$ cat src/rtl/fhc_map.svh
`ifndef FHC_MAP_SVH
`define FHC_MAP_SVH

// element header byte layout
`define FHC_ELEMENT_TYPE 7:4
`define FHC_ELEMENT_VALUE_LENGTH 3:0
// element types and value lengths
`define FHC_TYPE_FRAG 4'h3
`define FHC_LEN_FRAG 4'h5
`define FHC_TYPE_SF_DN 4'h5
`define FHC_TYPE_SF_UP 4'h6
`define FHC_LEN_SF1 4'h1
`define FHC_LEN_SF2 4'h2
`define FHC_LEN_NONE 4'h0
`define FHC_VERSION 4'h1
// fragmentation value, 40 bits, first value byte on top
`define FHC_F_KEY 39:36
`define FHC_F_VER 35:32
`define FHC_F_ENA 31
`define FHC_F_TGL 30
`define FHC_F_SID 29:16
`define FHC_F_REQ 15:8
`define FHC_F_RSV 7:6
`define FHC_F_FIRST 5
`define FHC_F_LAST 4
`define FHC_F_SEQ 3:0
`define FHC_RSV_ZERO 2'h0
// service flow value
`define FHC_S_QUEUE 7
`define FHC_S_GRANTS 6:0
`define FHC_SUP_OFF 8'h00
// payload offsets after the header check sequence
`define FHC_UP_SUP_START 16'h0000
`define FHC_DN_SUP_START 16'h000c
`define FHC_ENC_START_NOFRAG 16'h000c
`define FHC_ENC_START_FRAG 16'h0000
// byte counts of built elements
`define FHC_BYTES_FRAG 3'h6
`define FHC_BYTES_SF1 3'h2
`define FHC_BYTES_SF2 3'h3
`define FHC_CNT_ONE 3'h1

`endif

$ cat src/rtl/fhc_pkg.sv
package fhc_pkg;

  typedef enum logic [0:0] {
    FHC_B_IDLE = 1'b0,
    FHC_B_SEND = 1'b1
  } fhc_bld_state_t;

  typedef enum logic [0:0] {
    FHC_P_HDR = 1'b0,
    FHC_P_VAL = 1'b1
  } fhc_prs_state_t;

endpackage

$ cat src/rtl/fhc_codec.sv
// Summary of operation
// - element starts with type and length byte
// - unknown or reserved elements skipped by length
// - fragmentation element: type 3, length 5
// - key sequence and version 1 first
// - encryption enable and key toggle bits
// - fourteen-bit service identifier of fragment
// - eight-bit piggyback mini-slot request
// - last byte opens with two zero bits
// - first and last flags per fragment
// - fragment sequence increments per fragment
// - suppression byte first, sync byte second
// - service flow type 5 down, 6 up
// - index zero means no suppression
// - absent element or zero index: suppression off
// - index scope: per identifier up, modem down
// - suppressed strings of 64 to 255 bytes; shorter ones still suppressed, flagged short
// - upstream suppression starts right after check
// - downstream suppression starts at thirteenth byte
// - unfragmented encryption starts at thirteenth byte
// - packet crc covers only transmitted bytes
// - grant sync form: type 6, length 2
// - queue bit and seven-bit active grants
// - sync byte only for unsolicited grant flows
// - modem side does suppression and restoration
`timescale 1ns/1ps
`default_nettype none
`include "fhc_map.svh"

module fhc_codec
  import fhc_pkg::*;
#(
  parameter int IDXW = 16,
  parameter logic [7:0] MIN_SUP_LEN = 8'h40
)
(
  // clock, reset, enable
  input wire logic i_clk_sys,
  input wire logic i_sys_rst,
  input wire logic i_ce,
  // element build request
  input wire logic i_tx_frag_req,
  input wire logic i_tx_sf_req,
  input wire logic [3:0] i_key_seq,
  input wire logic i_enc_enable,
  input wire logic i_key_toggle,
  input wire logic [13:0] i_sid,
  input wire logic [7:0] i_req_slots,
  input wire logic i_frag_first,
  input wire logic i_frag_last,
  input wire logic [3:0] i_frag_seq_start,
  input wire logic [7:0] i_sup_index,
  input wire logic i_ugs_sched,
  input wire logic i_queue_ind,
  input wire logic [6:0] i_active_grants,
  output logic o_tx_busy,
  // built element byte stream
  input wire logic i_tx_ready,
  output logic o_tx_valid,
  output logic [7:0] o_tx_byte,
  output logic o_tx_last,
  // received element byte stream
  input wire logic i_rx_valid,
  input wire logic i_rx_start,
  input wire logic [7:0] i_rx_byte,
  // parsed fragmentation element
  output logic o_rx_frag_valid,
  output logic [3:0] o_rx_key_seq,
  output logic o_rx_ver_ok,
  output logic o_rx_enc_enable,
  output logic o_rx_key_toggle,
  output logic [13:0] o_rx_sid,
  output logic [7:0] o_rx_req_slots,
  output logic o_rx_frag_first,
  output logic o_rx_frag_last,
  output logic [3:0] o_rx_frag_seq,
  // parsed service flow element
  output logic o_rx_sf_valid,
  output logic o_rx_sf_per_sid,
  output logic [7:0] o_rx_sup_index,
  output logic o_rx_sync_present,
  output logic o_rx_queue_ind,
  output logic [6:0] o_rx_active_grants,
  output logic o_rx_sup_on,
  // payload byte classification
  input wire logic i_pay_valid,
  input wire logic [IDXW-1:0] i_pay_idx,
  input wire logic i_pay_down,
  input wire logic i_frag_active,
  input wire logic [7:0] i_pay_sup_index,
  input wire logic [7:0] i_pay_sup_len,
  output logic o_pay_valid,
  output logic o_pay_suppressed,
  output logic o_pay_encrypt,
  output logic o_pay_crc_include,
  output logic o_pay_sup_short
);

  function automatic logic [7:0] eh_byte(input logic [3:0] t, input logic [3:0] l);
    eh_byte = {t, l};
  endfunction

  function automatic logic at_or_after(input logic [IDXW-1:0] idx, input logic [15:0] start);
    at_or_after = ({16'h0000, idx} >= {{IDXW{1'b0}}, start});
  endfunction

  // element builder
  fhc_bld_state_t bst_q, bst_d;
  logic [47:0] buf_q, buf_d;
  logic [2:0] cnt_q, cnt_d;
  logic [3:0] seq_q, seq_d, seq_use;
  logic [39:0] fval;
  logic busy_q, busy_d;
  logic tv_q, tv_d, tl_q, tl_d;
  logic [7:0] tb_q, tb_d;
  logic slot_free;

  always_comb begin
    bst_d = bst_q;
    buf_d = buf_q;
    cnt_d = cnt_q;
    seq_d = seq_q;
    tv_d = tv_q && !i_tx_ready;
    tl_d = tl_q;
    tb_d = tb_q;
    slot_free = !tv_q || i_tx_ready;
    seq_use = i_frag_first ? i_frag_seq_start : seq_q + 4'h1;
    fval = 40'h0;
    fval[`FHC_F_KEY] = i_key_seq;
    fval[`FHC_F_VER] = `FHC_VERSION;
    fval[`FHC_F_ENA] = i_enc_enable;
    fval[`FHC_F_TGL] = i_key_toggle;
    fval[`FHC_F_SID] = i_sid;
    fval[`FHC_F_REQ] = i_req_slots;
    fval[`FHC_F_RSV] = `FHC_RSV_ZERO;
    fval[`FHC_F_FIRST] = i_frag_first;
    fval[`FHC_F_LAST] = i_frag_last;
    fval[`FHC_F_SEQ] = seq_use;
    case (bst_q)
      FHC_B_IDLE: begin
        if (i_tx_frag_req) begin
          buf_d = {eh_byte(`FHC_TYPE_FRAG, `FHC_LEN_FRAG), fval};
          cnt_d = `FHC_BYTES_FRAG;
          seq_d = seq_use;
          bst_d = FHC_B_SEND;
        end else if (i_tx_sf_req) begin
          if (i_ugs_sched) begin
            buf_d = {eh_byte(`FHC_TYPE_SF_UP, `FHC_LEN_SF2), i_sup_index,
                     i_queue_ind, i_active_grants, 24'h000000};
            cnt_d = `FHC_BYTES_SF2;
          end else begin
            buf_d = {eh_byte(`FHC_TYPE_SF_UP, `FHC_LEN_SF1), i_sup_index, 32'h00000000};
            cnt_d = `FHC_BYTES_SF1;
          end
          bst_d = FHC_B_SEND;
        end
      end
      FHC_B_SEND: begin
        if (slot_free) begin
          tv_d = 1'b1;
          tb_d = buf_q[47:40];
          tl_d = (cnt_q == `FHC_CNT_ONE);
          buf_d = {buf_q[39:0], 8'h00};
          cnt_d = cnt_q - 3'h1;
          if (cnt_q == `FHC_CNT_ONE) begin
            bst_d = FHC_B_IDLE;
          end
        end
      end
      default: begin
        bst_d = FHC_B_IDLE;
      end
    endcase
    busy_d = (bst_d == FHC_B_SEND) || tv_d;
  end

  always_ff @(posedge i_clk_sys) begin
    if (i_sys_rst) begin
      bst_q <= FHC_B_IDLE;
      buf_q <= 48'h000000000000;
      cnt_q <= 3'h0;
      seq_q <= 4'h0;
      busy_q <= 1'b0;
      tv_q <= 1'b0;
      tl_q <= 1'b0;
      tb_q <= 8'h00;
    end else if (i_ce) begin
      bst_q <= bst_d;
      buf_q <= buf_d;
      cnt_q <= cnt_d;
      seq_q <= seq_d;
      busy_q <= busy_d;
      tv_q <= tv_d;
      tl_q <= tl_d;
      tb_q <= tb_d;
    end
  end

  assign o_tx_busy = busy_q;
  assign o_tx_valid = tv_q;
  assign o_tx_byte = tb_q;
  assign o_tx_last = tl_q;

  // element parser
  fhc_elem_parser u_parser (
    .i_clk_sys(i_clk_sys),
    .i_sys_rst(i_sys_rst),
    .i_ce(i_ce),
    .i_rx_valid(i_rx_valid),
    .i_rx_start(i_rx_start),
    .i_rx_byte(i_rx_byte),
    .o_frag_valid(o_rx_frag_valid),
    .o_key_seq(o_rx_key_seq),
    .o_ver_ok(o_rx_ver_ok),
    .o_enc_enable(o_rx_enc_enable),
    .o_key_toggle(o_rx_key_toggle),
    .o_sid(o_rx_sid),
    .o_req_slots(o_rx_req_slots),
    .o_frag_first(o_rx_frag_first),
    .o_frag_last(o_rx_frag_last),
    .o_frag_seq(o_rx_frag_seq),
    .o_sf_valid(o_rx_sf_valid),
    .o_sf_per_sid(o_rx_sf_per_sid),
    .o_sup_index(o_rx_sup_index),
    .o_sync_present(o_rx_sync_present),
    .o_queue_ind(o_rx_queue_ind),
    .o_active_grants(o_rx_active_grants),
    .o_sup_on(o_rx_sup_on)
  );

  // payload region marking
  logic pv_q, pv_d, ps_q, ps_d, pe_q, pe_d, pc_q, pc_d, pshort_q, pshort_d;
  logic [15:0] sup_start, sup_end, enc_start;
  logic sup_on, in_sup;

  always_comb begin
    sup_start = i_pay_down ? `FHC_DN_SUP_START : `FHC_UP_SUP_START;
    sup_end = sup_start + {8'h00, i_pay_sup_len};
    enc_start = i_frag_active ? `FHC_ENC_START_FRAG : `FHC_ENC_START_NOFRAG;
    sup_on = (i_pay_sup_index != `FHC_SUP_OFF);
    in_sup = sup_on && at_or_after(i_pay_idx, sup_start) && !at_or_after(i_pay_idx, sup_end);
    pv_d = i_pay_valid;
    ps_d = i_pay_valid && in_sup;
    pe_d = i_pay_valid && at_or_after(i_pay_idx, enc_start);
    pc_d = i_pay_valid && !in_sup;
    pshort_d = sup_on && (i_pay_sup_len < MIN_SUP_LEN) && (i_pay_sup_len != 8'h00);
  end

  always_ff @(posedge i_clk_sys) begin
    if (i_sys_rst) begin
      pv_q <= 1'b0;
      ps_q <= 1'b0;
      pe_q <= 1'b0;
      pc_q <= 1'b0;
      pshort_q <= 1'b0;
    end else if (i_ce) begin
      pv_q <= pv_d;
      ps_q <= ps_d;
      pe_q <= pe_d;
      pc_q <= pc_d;
      pshort_q <= pshort_d;
    end
  end

  assign o_pay_valid = pv_q;
  assign o_pay_suppressed = ps_q;
  assign o_pay_encrypt = pe_q;
  assign o_pay_crc_include = pc_q;
  assign o_pay_sup_short = pshort_q;

endmodule

`default_nettype wire

$ cat src/rtl/fhc_elem_parser.sv
`timescale 1ns/1ps
`default_nettype none
`include "fhc_map.svh"

module fhc_elem_parser
  import fhc_pkg::*;
(
  // clock and reset
  input wire logic i_clk_sys,
  input wire logic i_sys_rst,
  input wire logic i_ce,
  // received extended header bytes
  input wire logic i_rx_valid,
  input wire logic i_rx_start,
  input wire logic [7:0] i_rx_byte,
  // fragmentation element
  output logic o_frag_valid,
  output logic [3:0] o_key_seq,
  output logic o_ver_ok,
  output logic o_enc_enable,
  output logic o_key_toggle,
  output logic [13:0] o_sid,
  output logic [7:0] o_req_slots,
  output logic o_frag_first,
  output logic o_frag_last,
  output logic [3:0] o_frag_seq,
  // service flow element
  output logic o_sf_valid,
  output logic o_sf_per_sid,
  output logic [7:0] o_sup_index,
  output logic o_sync_present,
  output logic o_queue_ind,
  output logic [6:0] o_active_grants,
  output logic o_sup_on
);

  fhc_prs_state_t st_q, st_d;
  logic [3:0] type_q, type_d, len_q, len_d, cnt_q, cnt_d;
  logic [39:0] val_q, val_d, newv;
  logic fv_q, fv_d, sv_q, sv_d, sup_q, sup_d, ver_q, ver_d;
  logic [39:0] fr_q, fr_d;
  logic sid_scope_q, sid_scope_d, sync_q, sync_d, queue_q, queue_d;
  logic [7:0] idx_q, idx_d;
  logic [6:0] gr_q, gr_d;

  always_comb begin
    st_d = st_q;
    type_d = type_q;
    len_d = len_q;
    cnt_d = cnt_q;
    val_d = val_q;
    fv_d = 1'b0;
    sv_d = 1'b0;
    sup_d = sup_q;
    fr_d = fr_q;
    ver_d = ver_q;
    sid_scope_d = sid_scope_q;
    sync_d = sync_q;
    queue_d = queue_q;
    idx_d = idx_q;
    gr_d = gr_q;
    newv = {val_q[31:0], i_rx_byte};
    if (i_rx_valid) begin
      if (i_rx_start) begin
        sup_d = 1'b0;
      end
      if (i_rx_start || st_q == FHC_P_HDR) begin
        type_d = i_rx_byte[`FHC_ELEMENT_TYPE];
        len_d = i_rx_byte[`FHC_ELEMENT_VALUE_LENGTH];
        cnt_d = 4'h0;
        val_d = 40'h0;
        st_d = (i_rx_byte[`FHC_ELEMENT_VALUE_LENGTH] == `FHC_LEN_NONE) ? FHC_P_HDR : FHC_P_VAL;
      end else begin
        val_d = newv;
        cnt_d = cnt_q + 4'h1;
        if (cnt_q + 4'h1 == len_q) begin
          st_d = FHC_P_HDR;
          if (type_q == `FHC_TYPE_FRAG && len_q == `FHC_LEN_FRAG) begin
            fv_d = 1'b1;
            fr_d = newv;
            ver_d = (newv[`FHC_F_VER] == `FHC_VERSION);
          end
          if ((type_q == `FHC_TYPE_SF_DN || type_q == `FHC_TYPE_SF_UP) && len_q == `FHC_LEN_SF1) begin
            sv_d = 1'b1;
            idx_d = newv[7:0];
            sync_d = 1'b0;
            sid_scope_d = (type_q == `FHC_TYPE_SF_UP);
            sup_d = (newv[7:0] != `FHC_SUP_OFF);
          end
          if (type_q == `FHC_TYPE_SF_UP && len_q == `FHC_LEN_SF2) begin
            sv_d = 1'b1;
            idx_d = newv[15:8];
            sync_d = 1'b1;
            queue_d = newv[`FHC_S_QUEUE];
            gr_d = newv[`FHC_S_GRANTS];
            sid_scope_d = 1'b1;
            sup_d = (newv[15:8] != `FHC_SUP_OFF);
          end
        end
      end
    end
  end

  always_ff @(posedge i_clk_sys) begin
    if (i_sys_rst) begin
      st_q <= FHC_P_HDR;
      type_q <= 4'h0;
      len_q <= 4'h0;
      cnt_q <= 4'h0;
      val_q <= 40'h0;
      fv_q <= 1'b0;
      sv_q <= 1'b0;
      sup_q <= 1'b0;
      fr_q <= 40'h0;
      ver_q <= 1'b0;
      sid_scope_q <= 1'b0;
      sync_q <= 1'b0;
      queue_q <= 1'b0;
      idx_q <= 8'h00;
      gr_q <= 7'h00;
    end else if (i_ce) begin
      st_q <= st_d;
      type_q <= type_d;
      len_q <= len_d;
      cnt_q <= cnt_d;
      val_q <= val_d;
      fv_q <= fv_d;
      sv_q <= sv_d;
      sup_q <= sup_d;
      fr_q <= fr_d;
      ver_q <= ver_d;
      sid_scope_q <= sid_scope_d;
      sync_q <= sync_d;
      queue_q <= queue_d;
      idx_q <= idx_d;
      gr_q <= gr_d;
    end
  end

  assign o_frag_valid = fv_q;
  assign o_key_seq = fr_q[`FHC_F_KEY];
  assign o_ver_ok = ver_q;
  assign o_enc_enable = fr_q[`FHC_F_ENA];
  assign o_key_toggle = fr_q[`FHC_F_TGL];
  assign o_sid = fr_q[`FHC_F_SID];
  assign o_req_slots = fr_q[`FHC_F_REQ];
  assign o_frag_first = fr_q[`FHC_F_FIRST];
  assign o_frag_last = fr_q[`FHC_F_LAST];
  assign o_frag_seq = fr_q[`FHC_F_SEQ];
  assign o_sf_valid = sv_q;
  assign o_sf_per_sid = sid_scope_q;
  assign o_sup_index = idx_q;
  assign o_sync_present = sync_q;
  assign o_queue_ind = queue_q;
  assign o_active_grants = gr_q;
  assign o_sup_on = sup_q;

endmodule

`default_nettype wire

$ cat config.mk
export PLATFORM = sky130hd
export DESIGN_NAME = fhc_codec
export DESIGN_NICKNAME = d
export VERILOG_FILES = /design/src/rtl/fhc_pkg.sv /design/src/rtl/fhc_codec.sv /design/src/rtl/fhc_elem_parser.sv
export VERILOG_INCLUDE_DIRS = /design/src /design/src/rtl
export SDC_FILE = /design/constraint.sdc
export NUM_CORES = 1
export LEC_CHECK = 0
export ABC_AREA = 1
export BUFFER_PORTS_ARGS = -buffer_cell sky130_fd_sc_hd__buf_2
export CAP_MARGIN = 20
export CORE_UTILIZATION = 30
export DETAILED_ROUTE_END_ITERATION = 16
export GPL_TIMING_DRIVEN = 0
export REMOVE_ABC_BUFFERS = 1
export SKIP_LAST_GASP = 1
export SLEW_MARGIN = 20
export SYNTH_ARGS = -nofsm -noshare
export SYNTH_HDL_FRONTEND = slang
export SYNTH_HIERARCHICAL = 1
export SYNTH_SLANG_ARGS = --single-unit
$ cat constraint.sdc
create_clock -name i_clk_sys -period 3.1 [get_ports i_clk_sys]
set_clock_uncertainty 0.2 [all_clocks]
set_input_delay 0.62 -clock i_clk_sys [delete_from_list [all_inputs] [get_ports i_clk_sys]]
set_output_delay 0.62 -clock i_clk_sys [all_outputs]
set_load 0.03 [all_outputs]
==> summary.md <==
| Metric | Value |
|---|---|
| Run status | `finished, final reports clean` |
| Capturing point of the worst reg2reg path | `cnt_q[2]` |
| Pwr/cell area | `552 nW/um^2` |
| Leakage dissipation | `3.94 nW` |
| Type of the worst setup path | `reg2reg` |
| Initial antenna violation count | `0` |
| Critical R2R Launch | `bst_q` |
| Drt first pass iters | `5` |
| WL/cell | `13.2 um` |
| Worst-path fanout max | `43` |
| Slew @ Worst Pin | `892 ps` |
| CP max stage delay | `540 ps` |
| Overflow left after global routing | `0` |
| Adder-Cell Fraction of Synth Area | `3.49%` |
| Pin count of the biggest net entering global routing | `65` |
| Number of DRC violations after detailed routing | `0` |
| Flop2flop setup slack | `430 ps` |
| Commonest register cell after synthesis | `dfxtp_1` |
| Avg Synthesized Cell Area | `7.27 um^2` |
| Post-synth EDFFs | `0` |
| Placer's final routability congestion estimate | `slightly above 0.8` |
| Data arrival time of the critical path | `2770 ps` |
| Share of cell area taken by muxes after synthesis | `0%` |
| Share of the cycle needed by the critical path after routing | `86.1%` |
| Worst-path clk slew | `about 70 ps` |
| Setup violations, final | `0` |
| Total wire length after detailed routing | `19800 um` |
| Row cnt | `57` |
| Effective utilization at floorplan | `30.5%` |
| Number of sinks handled by clock tree synthesis | `~170` |
| Clock latency on the worst-skew pair | `430 ps` |
| Clock H-tree levels | `4` |
| Class of the worst hold path | `in2reg` |
| Worst min-delay path startpoint | `i_frag_last` |
| Horiz. Die Dim | `159 um` |
| Max-slew headroom at the worst pin | `around 40%` |
| Port Buffers | `around 170` |
| Total via count in the routed design | `6953` |
| Post-DP HPWL | `13400 um` |
| Core Region | `24200 um^2` |
| Final antenna-violating net count | `0` |
| Worst IR drop on VDD | `0.000320 V` |
| Smallest hold slack | `242 ps` |
| Ordered list of cells on the worst path | `nand2_2, nor2_4, inv_2, nand2_4, inv_2, nor3_1, nor3_2` |
| Die Area | `25300 um^2` |
| Slowest-stage cell, CP | `dfxtp_4` |
| Number of global-route vias before repair | `between 6000 and 7000` |
| Proportion of synthesized flip-flops having asynchronous set or reset | `0%` |
| Kind of cell adding the most delay to the critical path | `simple AND/OR/NAND/NOR gates` |
| IO Count | `roughly 170` |
| Number of DRC markers in iteration 0 | `445` |
| Die Height | `159 um` |
| Number of filler instances in the final layout | `2604` |
| Max-cap violation count | `0` |
| N_diodes | `0` |
| Bufs and invs on worst path | `2` |
| Number of instances on the worst hold path | `3` |
| Hold Violations, Final | `0` |
| Share of post-route cells with drive strength above 1 | `between 20% and 30%` |
| Clock period minus worst slack | `about 2700 ps` |
| Most frequent cell on the critical path | `inv_2` |
| Buffers from clock root to sink, at most | `2` |
| Post-synthesis share of cell area spent on xor and xnor gates | `0.474%` |
| Combinational family with the most area after synthesis | `simple AND/OR/NAND/NOR gates` |
| Area fraction in compound gates after synthesis | `around 17%` |
| YS warnings | `6` |
| Area growth from synthesis to layout | `23.6%` |
| Clock tree from TritonCTS | `done` |
| Count of non-filler cells in the finished layout | `between 1000 and 1500` |
| Setup repair after global routing missed its margin | `false` |
| Count of cells along the worst register-to-register path | `7` |
| WP data required | `~3200 ps` |
| Final Net Count | `between 1000 and 1500` |
| Setup_tns | `0 ps` |
| Total clock buffers created by CTS | `17` |
| Area fraction in and, or, nand and nor cells after synthesis | `between 20% and 30%` |
| Capture endpoint of the worst hold path | `buf_q[4]` |
| Synth Instances | `1017` |
| First-pass GRT wire length | `32300 um` |
| Distinct cells, synth | `41` |
| Final core utilization | `37.7%` |
| CTS Root Cell | `clkbuf_16` |
| Proportion of synthesized chip area in sequential cells | `46.3%` |
| Number of register bits inferred by synthesis | `171` |
| Kind of capture point of the worst setup path | `flop` |
| Max Freq | `375 MHz` |
| Netlist area before placement | `7390 um^2` |
| Kind of start point of the critical path | `flop` |
| Total instance count after detailed placement | `~1500` |
| Overall routing resource usage | `between 10% and 20%` |
| Ratio of routed vias to standard cells | `between 4 and 5` |
| Fin. max-slew vios | `0` |
stage by stage:
step                      setup WS [ps]  total power (W)  instance area (um^2)
after floorplan                   -83.6          0.00265                  7130
after global placement            -1800          0.00285                  8410
after detailed placement           -345          0.00286                  8510
after CTS                          14.9          0.00510                  9130
after global routing                196          0.00527                  9130
final                               431          0.00505                  9130
worst max path at each step:
| stage | startpoint | to | depth (start not counted) |
|---|---|---|---|
| floorplan | i_ce | u_parser/o_sup_index[0] | 8 |
| global placement | i_ce | u_parser/o_sup_index[1] | 9 |
| detailed placement | bst_q | buf_q[46] | 8 |
| CTS | bst_q | buf_q[46] | 8 |
| global route | bst_q | buf_q[46] | 8 |
| finish | bst_q | cnt_q[2] | 7 |
flip-flops by register name, indices dropped and copies added, names as in the netlist, 3 cells and up:
signal and flops:
u_parser/val_q 32, u_parser/len_q 4, u_parser/type_q 4, u_parser/fr_q 34, u_parser/o_sup_index 8, u_parser/o_active_grants 7
u_parser/cnt_q 4, o_tx_byte 8, cnt_q 3, seq_q 4, buf_q 46
layout by cell type, fill, tap and decap left out, types with 3 or more instances in the layout:
| master | instances |
|---|---|
| a31oi_1 | 16 |
| nand4_1 | 6 |
| inv_6 | 6 |
| nor2_1 | 167 |
| or2_2 | 3 |
| inv_2 | 7 |
| a211oi_1 | 4 |
| o21ai_0 | 103 |
| nor3_1 | 5 |
| nand2_1 | 252 |
| nor2_4 | 5 |
| ha_1 | 19 |
| a21oi_1 | 87 |
| nand3_1 | 16 |
| inv_1 | 62 |
| a22oi_1 | 5 |
| a41oi_1 | 10 |
| dfxtp_1 | 170 |
| clkinvlp_4 | 3 |
| nand2_2 | 5 |
| clkbuf_16 | 17 |
| buf_2 | 172 |
layer usage:
layer | track usage, % | vias up | wire, um
met5 | 0 | - | 0
met4 | 3.89 | 0 | 161
met3 | 3.80 | 15 | 1210
met2 | 26.2 | 197 | 9310
met1 | 20.0 | 3132 | 9120
li1 | - | 3609 | -
cells in the mapped netlist (3+ instances only):
cell type / n / area, um^2
a211oi_1: 4 / 30.0
a21oi_1: 87 / 435
a22oi_1: 5 / 37.5
a31oi_1: 16 / 100
a41oi_1: 10 / 87.6
buf_2: 12 / 60.1
buf_6: 5 / 56.3
clkbuf_1: 29 / 109
clkbuf_2: 3 / 15.0
dfxtp_1: 171 / 3420
ha_1: 19 / 238
inv_1: 63 / 236
inv_2: 6 / 22.5
nand2_1: 253 / 950
nand2_2: 4 / 25.0
nand3_1: 16 / 80.1
nand4_1: 6 / 37.5
nor2_1: 167 / 627
nor2_4: 4 / 45.0
nor3_1: 5 / 25.0
o21ai_0: 103 / 515
or2_2: 3 / 18.8
power by group:
group	switching, W	internal, W
registers	0.0000489	0.00227
clock network	0.000990	0.00124
logic	0.000312	0.000181
total	0.00135	0.00369
logic make-up after synthesis:
family                     Yosys count
AOI/OAI and AO/OA                  234
xor gates and xnor gates             4
adders and majority gates           20
buffers and inverters              123
DFF                                171
and+or+nand+nor                    465
what timing repair did:
item                       4_1_cts  5_1_grt
cloned                           0        1
pin swaps                        1        1
hold buffers                     0        0
buffers inserted                 0        0
gates resized for setup          1        1
setup endpoints to repair       30       30
area by class of cell:
cell class                 count  area [um^2]  area share (%)
inverter                      71          269            2.95
clock inverter                14          174            1.90
multi-input combinational    724         3460            37.8
sequential                   171         3430            37.5
tap                          324          405            4.44
timing repair buffer         177          963            10.5
clock buffer                  18          439            4.81
worst register-to-register path: stages, from the launching register on:
cell	delay, ps
dfxtp_4	540
nand2_2	160
nor2_4	370
inv_2	220
nand2_4	350
inv_2	360
nor3_1	280
nor3_2	70
No activity file was read; power rests on OpenSTA's default activity.
